===== src/ccs_params.svh =====
// Constants for the clock source select and debug clock output block.
// Functional notes
// - Debug clock pin carries the clock picked by the source field.
// - Slew control register at index 0x1C16 steers the debug pin slew.
// - Disable bit set floats the debug clock pin.
// - Pin driven from reset until boot starts; boot then sets disable bit.
// - Select strap low: oscillator runs timer and generator, external input ignored.
// - Select strap high: external input feeds generator, oscillator runs timer only.
// - Boot with external reference bypasses PLL, assuming 11.2896, 12 or 12.288 MHz.
// - Boot sets SPI 500 kHz, I2C 400 kHz, UART 57600 baud from that reference.
`ifndef CCS_PARAMS_SVH
`define CCS_PARAMS_SVH

// ------------------------------------------------------------
// Register indexes; byte address is four times the index.
// ------------------------------------------------------------
`define CCS_IDX_SLEW 16'h1C16
`define CCS_IDX_SRC 16'h1C17
`define CCS_IDX_ST3 16'h1C18
`define CCS_IDX_BOOT 16'h1C19
`define CCS_ADDR_SLEW (`CCS_IDX_SLEW << 2)
`define CCS_ADDR_SRC (`CCS_IDX_SRC << 2)
`define CCS_ADDR_ST3 (`CCS_IDX_ST3 << 2)
`define CCS_ADDR_BOOT (`CCS_IDX_BOOT << 2)

// ------------------------------------------------------------
// Field positions and reset values.
// ------------------------------------------------------------
`define CCS_DIS_BIT 0
`define CCS_BYP_BIT 4
`define CCS_STRAP_BIT 5
`define CCS_SLEW_RST 16'h0000
`define CCS_SRC_RST 2'h0
`define CCS_REFIDX_RST 2'h1
`define CCS_SRC_REF 2'h0
`define CCS_SRC_OSC 2'h1
`define CCS_SRC_DIV2 2'h2
`define CCS_SRC_DIV4 2'h3

// ------------------------------------------------------------
// Assumed boot reference frequencies and target rates.
// ------------------------------------------------------------
`define CCS_REF0_HZ 32'd11289600
`define CCS_REF1_HZ 32'd12000000
`define CCS_REF2_HZ 32'd12288000
`define CCS_SPI_HZ 32'd500000
`define CCS_I2C_HZ 32'd400000
`define CCS_UART_BAUD 32'd57600

`endif


===== src/ccs_pkg.sv =====
// Types shared by the clock source select block.
package ccs_pkg;
	// Control sequence, Gray coded along reset, capture, boot, run.
	typedef enum logic [1:0] {
		CCS_ST_RESET = 2'b00,
		CCS_ST_CAPTURE = 2'b01,
		CCS_ST_BOOT = 2'b11,
		CCS_ST_RUN = 2'b10
	} ccs_state_e;
	typedef logic [1:0] ccs_src_t;
	typedef logic [7:0] ccs_div_t;
endpackage


===== src/ccs_debug_clock_output_mux.sv =====
// Registered selector of the clock level shown on the debug pin.
`timescale 1ns/1ps
`default_nettype none
`include "ccs_params.svh"
module ccs_debug_clock_output_mux
	import ccs_pkg::*;
(
	// Clock and reset.
	input wire logic clk,
	input wire logic rst,
	// Selection and candidate levels.
	input wire ccs_pkg::ccs_src_t src,
	input wire logic [3:0] levels,
	// Selected level.
	output logic level_q
);
	// ------------------------------------------------------------
	// Selection.
	// ------------------------------------------------------------
	// A registered pick keeps mux glitches off the pin when the field changes.
	wire logic next_level = levels[src];

	always_ff @(posedge clk) begin
		if (rst) begin
			level_q <= 1'b0;
		end else begin
			level_q <= next_level;
		end
	end
endmodule
`default_nettype wire


===== src/ccs_top.sv =====
// Clock source selection, boot clock setup and debug clock output with APB registers.
//
// The APB interface to the registers was decided locally.
`timescale 1ns/1ps
`default_nettype none
`include "ccs_params.svh"
module ccs_top
	import ccs_pkg::*;
(
	// Clock and reset.
	input wire logic clk,
	input wire logic rst,
	// APB slave.
	input wire logic psel,
	input wire logic penable,
	input wire logic pwrite,
	input wire logic [15:0] paddr,
	input wire logic [31:0] pwdata,
	output logic [31:0] prdata,
	output logic pready,
	output logic pslverr,
	// Board pins and oscillator.
	input wire logic clock_source_select,
	input wire logic external_reference_clock_in,
	input wire logic osc_32k_in,
	// Boot sequencer start pulse.
	input wire logic boot_start,
	// Debug clock pin.
	output logic debug_clock_output,
	output logic debug_clock_output_oe,
	output logic [15:0] clock_out_slew_control_o,
	// Clock generator and timer references.
	output logic gen_reference,
	output logic rtc_reference,
	output logic pll_bypass,
	// Boot serial settings.
	output ccs_pkg::ccs_div_t spi_divider,
	output ccs_pkg::ccs_div_t i2c_divider,
	output ccs_pkg::ccs_div_t uart_divider
);
	import ccs_pkg::*;

	// ------------------------------------------------------------
	// Pin synchronisers.
	// ------------------------------------------------------------
	logic sel_s1, sel_s2, ext_s1, ext_s2, osc_s1, osc_s2;

	// Pins come from outside this clock; only the second stage is read.
	always_ff @(posedge clk) begin
		sel_s1 <= clock_source_select;
		sel_s2 <= sel_s1;
		ext_s1 <= external_reference_clock_in;
		ext_s2 <= ext_s1;
		osc_s1 <= osc_32k_in;
		osc_s2 <= osc_s1;
	end

	// ------------------------------------------------------------
	// Control sequence and strap capture.
	// ------------------------------------------------------------
	ccs_state_e state, next_state;
	logic strap;

	// The strap is sampled once after reset, since the board keeps it fixed.
	always_comb begin
		next_state = state;
		case (state)
			CCS_ST_RESET: next_state = CCS_ST_CAPTURE;
			CCS_ST_CAPTURE: next_state = CCS_ST_BOOT;
			CCS_ST_BOOT: if (boot_start) next_state = CCS_ST_RUN;
			default: next_state = state;
		endcase
	end

	always_ff @(posedge clk) begin
		if (rst) begin
			state <= CCS_ST_RESET;
			strap <= 1'b0;
		end else begin
			state <= next_state;
			if (state == CCS_ST_CAPTURE) strap <= sel_s2;
		end
	end

	// ------------------------------------------------------------
	// APB decode.
	// ------------------------------------------------------------
	wire logic apb_access = psel && penable;
	wire logic apb_done = apb_access && pready;
	wire logic hit_slew = (paddr == `CCS_ADDR_SLEW);
	wire logic hit_src = (paddr == `CCS_ADDR_SRC);
	wire logic hit_st3 = (paddr == `CCS_ADDR_ST3);
	wire logic hit_boot = (paddr == `CCS_ADDR_BOOT);
	wire logic hit_any = hit_slew || hit_src || hit_st3 || hit_boot;
	wire logic wr_en = apb_done && pwrite && hit_any;
	wire logic boot_go = (state == CCS_ST_BOOT) && boot_start;

	logic [15:0] slew;
	ccs_src_t src;
	logic clk_off;
	logic [1:0] ref_idx;
	logic [31:0] rd_word;

	// Reads of unmapped words return zero with an error.
	always_comb begin
		rd_word = 32'h00000000;
		if (hit_slew) begin
			rd_word[15:0] = slew;
		end else if (hit_src) begin
			rd_word[1:0] = src;
		end else if (hit_st3) begin
			rd_word[`CCS_DIS_BIT] = clk_off;
		end else if (hit_boot) begin
			rd_word[1:0] = ref_idx;
			rd_word[`CCS_BYP_BIT] = pll_bypass;
			rd_word[`CCS_STRAP_BIT] = strap;
		end
	end

	// One wait state: ready rises in the second access cycle.
	always_ff @(posedge clk) begin
		if (rst) begin
			pready <= 1'b0;
			prdata <= 32'h00000000;
			pslverr <= 1'b0;
		end else begin
			pready <= apb_access && !pready;
			if (apb_access && !pready) begin
				prdata <= pwrite ? 32'h00000000 : rd_word;
				pslverr <= !hit_any;
			end
		end
	end

	// ------------------------------------------------------------
	// Registers.
	// ------------------------------------------------------------
	// The boot write of the disable bit wins over a software write in that cycle.
	always_ff @(posedge clk) begin
		if (rst) begin
			slew <= `CCS_SLEW_RST;
			src <= `CCS_SRC_RST;
			clk_off <= 1'b0;
			ref_idx <= `CCS_REFIDX_RST;
		end else begin
			if (wr_en && hit_slew) slew <= pwdata[15:0];
			if (wr_en && hit_src) src <= pwdata[1:0];
			if (wr_en && hit_boot) ref_idx <= pwdata[1:0];
			if (boot_go) begin
				clk_off <= 1'b1;
			end else if (wr_en && hit_st3) begin
				clk_off <= pwdata[`CCS_DIS_BIT];
			end
		end
	end

	// ------------------------------------------------------------
	// Reference routing and internal clock taps.
	// ------------------------------------------------------------
	logic div2, div4;

	always_ff @(posedge clk) begin
		if (rst) begin
			gen_reference <= 1'b0;
			rtc_reference <= 1'b0;
			div2 <= 1'b0;
			div4 <= 1'b0;
		end else begin
			gen_reference <= strap ? ext_s2 : osc_s2;
			rtc_reference <= osc_s2;
			div2 <= !div2;
			div4 <= div4 ^ div2;
		end
	end

	// ------------------------------------------------------------
	// Boot clock assumptions.
	// ------------------------------------------------------------
	// Index 3 is unused and treated as the 12 MHz case.
	wire logic [31:0] ref_hz = (ref_idx == 2'h0) ? `CCS_REF0_HZ :
		(ref_idx == 2'h2) ? `CCS_REF2_HZ : `CCS_REF1_HZ;
	wire logic [31:0] spi_q = ref_hz / `CCS_SPI_HZ;
	wire logic [31:0] i2c_q = ref_hz / `CCS_I2C_HZ;
	wire logic [31:0] uart_q = ref_hz / `CCS_UART_BAUD;

	always_ff @(posedge clk) begin
		if (rst) begin
			pll_bypass <= 1'b0;
			spi_divider <= 8'h00;
			i2c_divider <= 8'h00;
			uart_divider <= 8'h00;
		end else if (boot_go) begin
			pll_bypass <= strap;
			spi_divider <= spi_q[7:0];
			i2c_divider <= i2c_q[7:0];
			uart_divider <= uart_q[7:0];
		end
	end

	// ------------------------------------------------------------
	// Debug clock pin.
	// ------------------------------------------------------------
	logic mux_q;

	ccs_debug_clock_output_mux u_mux (
		.clk(clk),
		.rst(rst),
		.src(src),
		.levels({div4, div2, osc_s2, gen_reference}),
		.level_q(mux_q)
	);

	// The pin is a sampled image of the source, so taps run at most half of clk.
	always_ff @(posedge clk) begin
		if (rst) begin
			debug_clock_output <= 1'b0;
			debug_clock_output_oe <= 1'b1;
			clock_out_slew_control_o <= `CCS_SLEW_RST;
		end else begin
			debug_clock_output <= clk_off ? 1'b0 : mux_q;
			debug_clock_output_oe <= !clk_off;
			clock_out_slew_control_o <= slew;
		end
	end
endmodule
`default_nettype wire


===== config.mk =====
export PLATFORM = sky130hd
export DESIGN_NAME = ccs_top
export DESIGN_NICKNAME = d
export VERILOG_FILES = /design/src/ccs_pkg.sv /design/src/ccs_debug_clock_output_mux.sv /design/src/ccs_top.sv
export VERILOG_INCLUDE_DIRS = /design/src
export SDC_FILE = /design/constraint.sdc
export NUM_CORES = 1
export LEC_CHECK = 0
export ABC_AREA = 1
export CELL_PAD_IN_SITES_DETAIL_PLACEMENT = 1
export CELL_PAD_IN_SITES_GLOBAL_PLACEMENT = 1
export CORE_MARGIN = 1.5
export CORE_UTILIZATION = 35
export CTS_CLUSTER_SIZE = 20
export DETAILED_ROUTE_END_ITERATION = 7
export DONT_BUFFER_PORTS = 1
export GPL_TIMING_DRIVEN = 0
export HOLD_SLACK_MARGIN = 0.12
export PLACE_DENSITY_LB_ADDON = 0.1
export SLEW_MARGIN = 20
export SYNTH_ARGS = -nofsm -noshare
export SYNTH_HDL_FRONTEND = slang
export SYNTH_SLANG_ARGS = --single-unit

===== constraint.sdc =====
create_clock -name clk -period 2.7 [get_ports clk]
set_input_delay 0.135 -clock clk [delete_from_list [all_inputs] [get_ports clk]]
set_output_delay 0.135 -clock clk [all_outputs]
set_load 0.1 [all_outputs]

=== Yosys cells after proc, flatten, opt, wreduce, memory -nomap -nowiden ===
Index checks and enable logic that the tools add are counted.

* Flip-flop bits (word level): 112
* Bits of input ports: 57
* Output and inout port bits: 79
* Logic and storage cells: 84

* Div/mod/pow operators: 3
* Magnitude comparators: 1
* Eq/ne operators: 8
* Mux-type cells: 21
* Bitwise logic cells: 1
* Reductions and logical operators: 23

{| class="wikitable"
|+ Operators with widths
! kind !! count
|-
| divider 32 x 19 -> 32 bit, second input constant || 2
|-
| equality test 16 x 15 -> 1 bit, second input constant || 4
|-
| divider 32 x 16 -> 32 bit, second input constant || 1
|-
| two-way mux 21 bit || 1
|-
| two-way mux 20 bit || 1
|-
| two-way mux 2 bit || 9
|-
| two-way mux 16 bit || 1
|-
| logical AND 1 bit || 10
|-
| two-way mux 10 bit || 1
|-
| two-way mux 1 bit || 6
|-
| one-hot mux 2 bit (3 select lines) || 1
|-
| equality test 2 bit, second input constant || 2
|-
| zero test 1 bit || 4
|-
| zero test 2 bit || 2
|-
| logical OR 1 bit || 3
|-
| less-than comparator 2 x 3 -> 1 bit, second input constant || 1
|-
| nonzero test 3 bit || 1
|-
| binary-select mux 1 bit (select 2 bit) || 1
|-
| equality test 2 x 1 -> 1 bit, second input constant || 1
|-
| inequality test 2 bit, second input constant || 1
|-
| AND reduction 2 bit || 1
|-
| nonzero test 2 bit || 1
|-
| OR reduction 2 bit || 1
|-
| bitwise XOR 1 bit || 1
|}

=== Logic depth before layout (Yosys ltp) ===
* Word-level depth: 8
* Depth in mapped cells: 11
* Mapped depth without buffers: 11

=== Modules after synthesis ===
From an unflattened synthesis, not the netlist that was laid out.

* Cell total of the unflattened synthesis: 430
* Area, all modules: 3397.0 um^2

{| class="wikitable"
|+ By module, submodules not included
! module !! times used !! cells each !! area an instance (um^2) !! sequential area each (um^2)
|-
| ccs_top || 1 || 416 || 3324.4 || 1681.6
|-
| ccs_debug_clock_output_mux || 1 || 14 || 72.6 || 20.0
|}

=== Worst setup path after synthesis ===
OpenSTA, ideal clock, no wires.

* Kind: register to register
* Start: reg pready
* End: reg slew[10]
* Library setup time: 0.113 ns
* Data arrival time: 1.830 ns
* Required time: 2.587 ns
* Setup slack: 0.757 ns
* Cell stages (with the launch flop): 7
* Buffers on the path: 1
* Period minus slack after synthesis: 1.943 ns
* Cells stage by stage: dfxtp_1 -> nand2_1 -> nor2_1 -> nand3_4 -> buf_2 -> nor2_1 -> nor2_1

* Longest elaborated chain between the ends: 4

{| class="wikitable"
|+ Ends and longest elaborated chain
! what !! line !! text
|-
| start: declaration || ccs_top.sv:20 || <nowiki>output logic pready,</nowiki>
|-
| start signal: assignment || ccs_top.sv:127 || <nowiki>pready <= apb_access && !pready;</nowiki>
|-
| logical AND 1 bit || ccs_top.sv:89 || <nowiki>wire logic apb_done = apb_access && pready;</nowiki>
|-
| logical AND 1 bit (2 in series) || ccs_top.sv:95 || <nowiki>wire logic wr_en = apb_done && pwrite && hit_any;</nowiki>
|-
| logical AND 1 bit || ccs_top.sv:146 || <nowiki>if (wr_en && hit_slew) slew <= pwdata[15:0];</nowiki>
|-
| end signal: assignment || ccs_top.sv:141 || <nowiki>slew <= `CCS_SLEW_RST;</nowiki>
|-
| end signal: assignment || ccs_top.sv:146 ||
|-
| end: declaration || ccs_top.sv:98 || <nowiki>logic [15:0] slew;</nowiki>
|}

Every way passes these cells.
A chain may end at the register's enable or synchronous reset.

=== Final worst setup path ===
* Start: reg pready
* End: reg slew[9]

Same word-level chain as after synthesis.

==> impl_metrics.tcl <==
set metrics [dict create \
    dp_hpwl_mm 6.26 \
    fmax_mhz 442 \
    vias_per_cell 4.47 \
    worstSetupStartpointType "flop" \
    arrival_ps 2530 \
    syn_inst 426 \
    drt.antenna.violating_nets 0 \
    routed_wl_mm 8.51 \
    post_cts_buffers 0 \
    drtIter0Drc 56 \
    grt_use_total_pct 17.4 \
    grt_pass1_vias 2748 \
    clk_pin_slew_ps 90 \
    nFillCells 1160 \
    dpl_cell_area_um2 3630 \
    worstHoldStart "pwrite" \
    synthTopCellsByArea "dfxtp_1 50%, nor2_1 9.6%, nand2_1 6.9%, buf_4 6.0%, inv_1 4.7%" \
    boundaryPins 136 \
    grt_overflow 0 \
    ys_async_sr_fraction_pct 0 \
    ys_seq_area_share_pct 50.2 \
    finalSetupViolCount 0 \
    synth.most_common_cell "nor2_1" \
    required_ps 2960 \
    synth_common_cells "87 x nor2_1, 85 x dfxtp_1, 62 x nand2_1" \
    synth_top_area_cell "dfxtp_1" \
    clockBufferDepth 2 \
    port_buffers 0 \
    ys_ff_latch 85 \
    worst_r2r_path_depth 6 \
    core_um2 9330 \
    irDropWorstVdd_mv 0.352 \
    stdcell_area_um2 4070 \
    die_x_um 101 \
    final_max_slew_viol_count 0 \
    slew_headroom_pct 29.9 \
    syn_to_final_growth_pct 20.3 \
    antenna_cells 0 \
    die_area_um2 10300 \
    yosys_warnings 0 \
    routabilityCongestion 0.803 \
    critPathMaxFanout 10 \
    finalNetCount 544 \
    synth_ff_type "dfxtp_1" \
    drive_gt1_share_pct 13.0 \
    row_count 35 \
    wire_per_inst_um 13.8 \
    dp.cells 577 \
    holdPathStages 4 \
    start_util_pct 36.3 \
    hold_viol 0 \
    syn_area_per_cell_um2 7.95 \
    fin_skew_ps 9.51 \
    synth_cell_types 31 \
    power_density_nw_per_um2 646 \
    worstMarginPinSlew_ps 1050 \
    cp_cell_sequence "nand2_1 -> nor2_1 -> nand3_4 -> buf_2 -> nor2_1 -> nor2_1" \
    r2r_start "pready" \
    setup_tns_ps 0 \
    maxCapViolations 0 \
    fp.dieH_um 101 \
    cts_resized 0 \
    crit_type "reg -> reg" \
    drc 0 \
    post-route-period-util_pct 83.8 \
    regToRegEndpoint "slew[9]" \
    cp_common_cell "nor2_1" \
    vias 2749 \
    period_minus_slack_ps 2260 \
    htreeDepth 3 \
    antenna_found_initial 0 \
    syn_area_um2 3390 \
    grt_max_degree 15 \
    cts_tree "done" \
    r2r_slack_ps 440 \
    numCtsBuffers 9 \
    min_path_type "in -> reg" \
    min_to "ref_idx[0]" \
    synth_top_area_share_pct 50.2 \
    drtPass1Iterations 4 \
    run_status "completed" \
    rsz0062_at_grt "no" \
    final_cells 615 \
    clock_sinks 85 \
    cp_slowest_stage_delay_ps 1020 \
    holdBufCountCts 23 \
    synth-edff-count 0 \
    crit_slowest_cell "dfxtp_1" \
    root_buffer "clkbuf_8" \
    end_kind "flop" \
    grt_pass1_wl_mm 13.6 \
    leakagePower_uw 0.00185 \
    clock_latency_ps 360 \
]
## kinds of logic after synthesis
family | after synthesis | share of synthesized area (%)
and+or+nand+nor | 188 | 24.0
buffers and inverters | 89 | 13.7
DFF | 85 | 50.2
AOI/OAI and AO/OA | 56 | 9.72
adders and majority gates | 5 | 1.85
other | 2 | 0.222
xor gates and xnor gates | 1 | 0.259
## registers in the layout, indices dropped and copies added, names as in the netlist, 2 cells and up
name                      flops
ref_idx                       2
state                         2
prdata                       16
i2c_divider                   3
spi_divider                   4
clock_out_slew_control_o     16
src                           2
slew                         16
uart_divider                  6
## metal layers
layer | wire length (um) | vias up | global-route usage, %
li1 | - | 1395 | -
met1 | 3880 | 1265 | 21.4
met2 | 3990 | 81 | 28.9
met3 | 531 | 8 | 5.11
met4 | 104 | 0 | 6.73
met5 | 0 | - | 0
## power by group
part,internal (uW),total (uW),leakage (uW),switching [uW]
clock network,521,979,0.000103,458
logic,68.7,287,0.00106,218
registers,1280,1370,0.000690,90.8
total,1870,2630,0.00185,767
## stage by stage
step | setup WS [ps] | utilization, % | hold slack, ps | total power, uW
after global routing | 212 | 43.7 | 205 | 2750
final | 436 | 43.7 | 162 | 2630
after CTS | 378 | 43.7 | 154 | 2670
after detailed placement | 372 | 38.9 | 163 | 1660
after global placement | 414 | 38.9 | 163 | 1650
after floorplan | 757 | - | 163 | 1630
## placed cells by master, fill, tap and decap left out, types with 9 or more instances in the layout
cell | Yosys | final
a21oi_1 | 16 | 16
o31ai_1 | 12 | 12
clkbuf_8 | 0 | 9
nand2_1 | 62 | 62
dlygate4sd3_1 | 0 | 23
clkbuf_1 | 10 | 11
dfxtp_1 | 85 | 85
nor2_1 | 87 | 87
conb_1 | 2 | 24
inv_1 | 42 | 42
buf_4 | 27 | 27
o21ai_0 | 20 | 20
nand3_1 | 22 | 22
## worst max path at each step
stage	from	to	slack, ps
final	pready	slew[9]	440
after global routing	pready	slew[9]	210
after CTS	pready	slew[9]	380
after detailed placement	pready	slew[9]	370
after global placement	pready	slew[9]	410
after floorplan	pready	slew[10]	760
## final cells by class
class / count / area (um2) / share of cell area [%]
multi-input cells: 274 / 1300 / 32.0
well taps: 129 / 161 / 3.96
repair buffers: 23 / 230 / 5.65
flip-flops and latches: 85 / 1700 / 41.8
inverters: 44 / 166 / 4.08
plain buffers: 45 / 299 / 7.34
clock inverters: 5 / 85.1 / 2.09
clock buffers: 10 / 128 / 3.13
## critical path, delay by kind of cell (launching register included)
| family | cells | cell delay [ps] |
|---|---|---|
| buffers and inverters | 1 | 240 |
| flip-flops | 1 | 1020 |
| AND/OR/NAND/NOR | 5 | 910 |
Power figures use the tool's default switching activity.
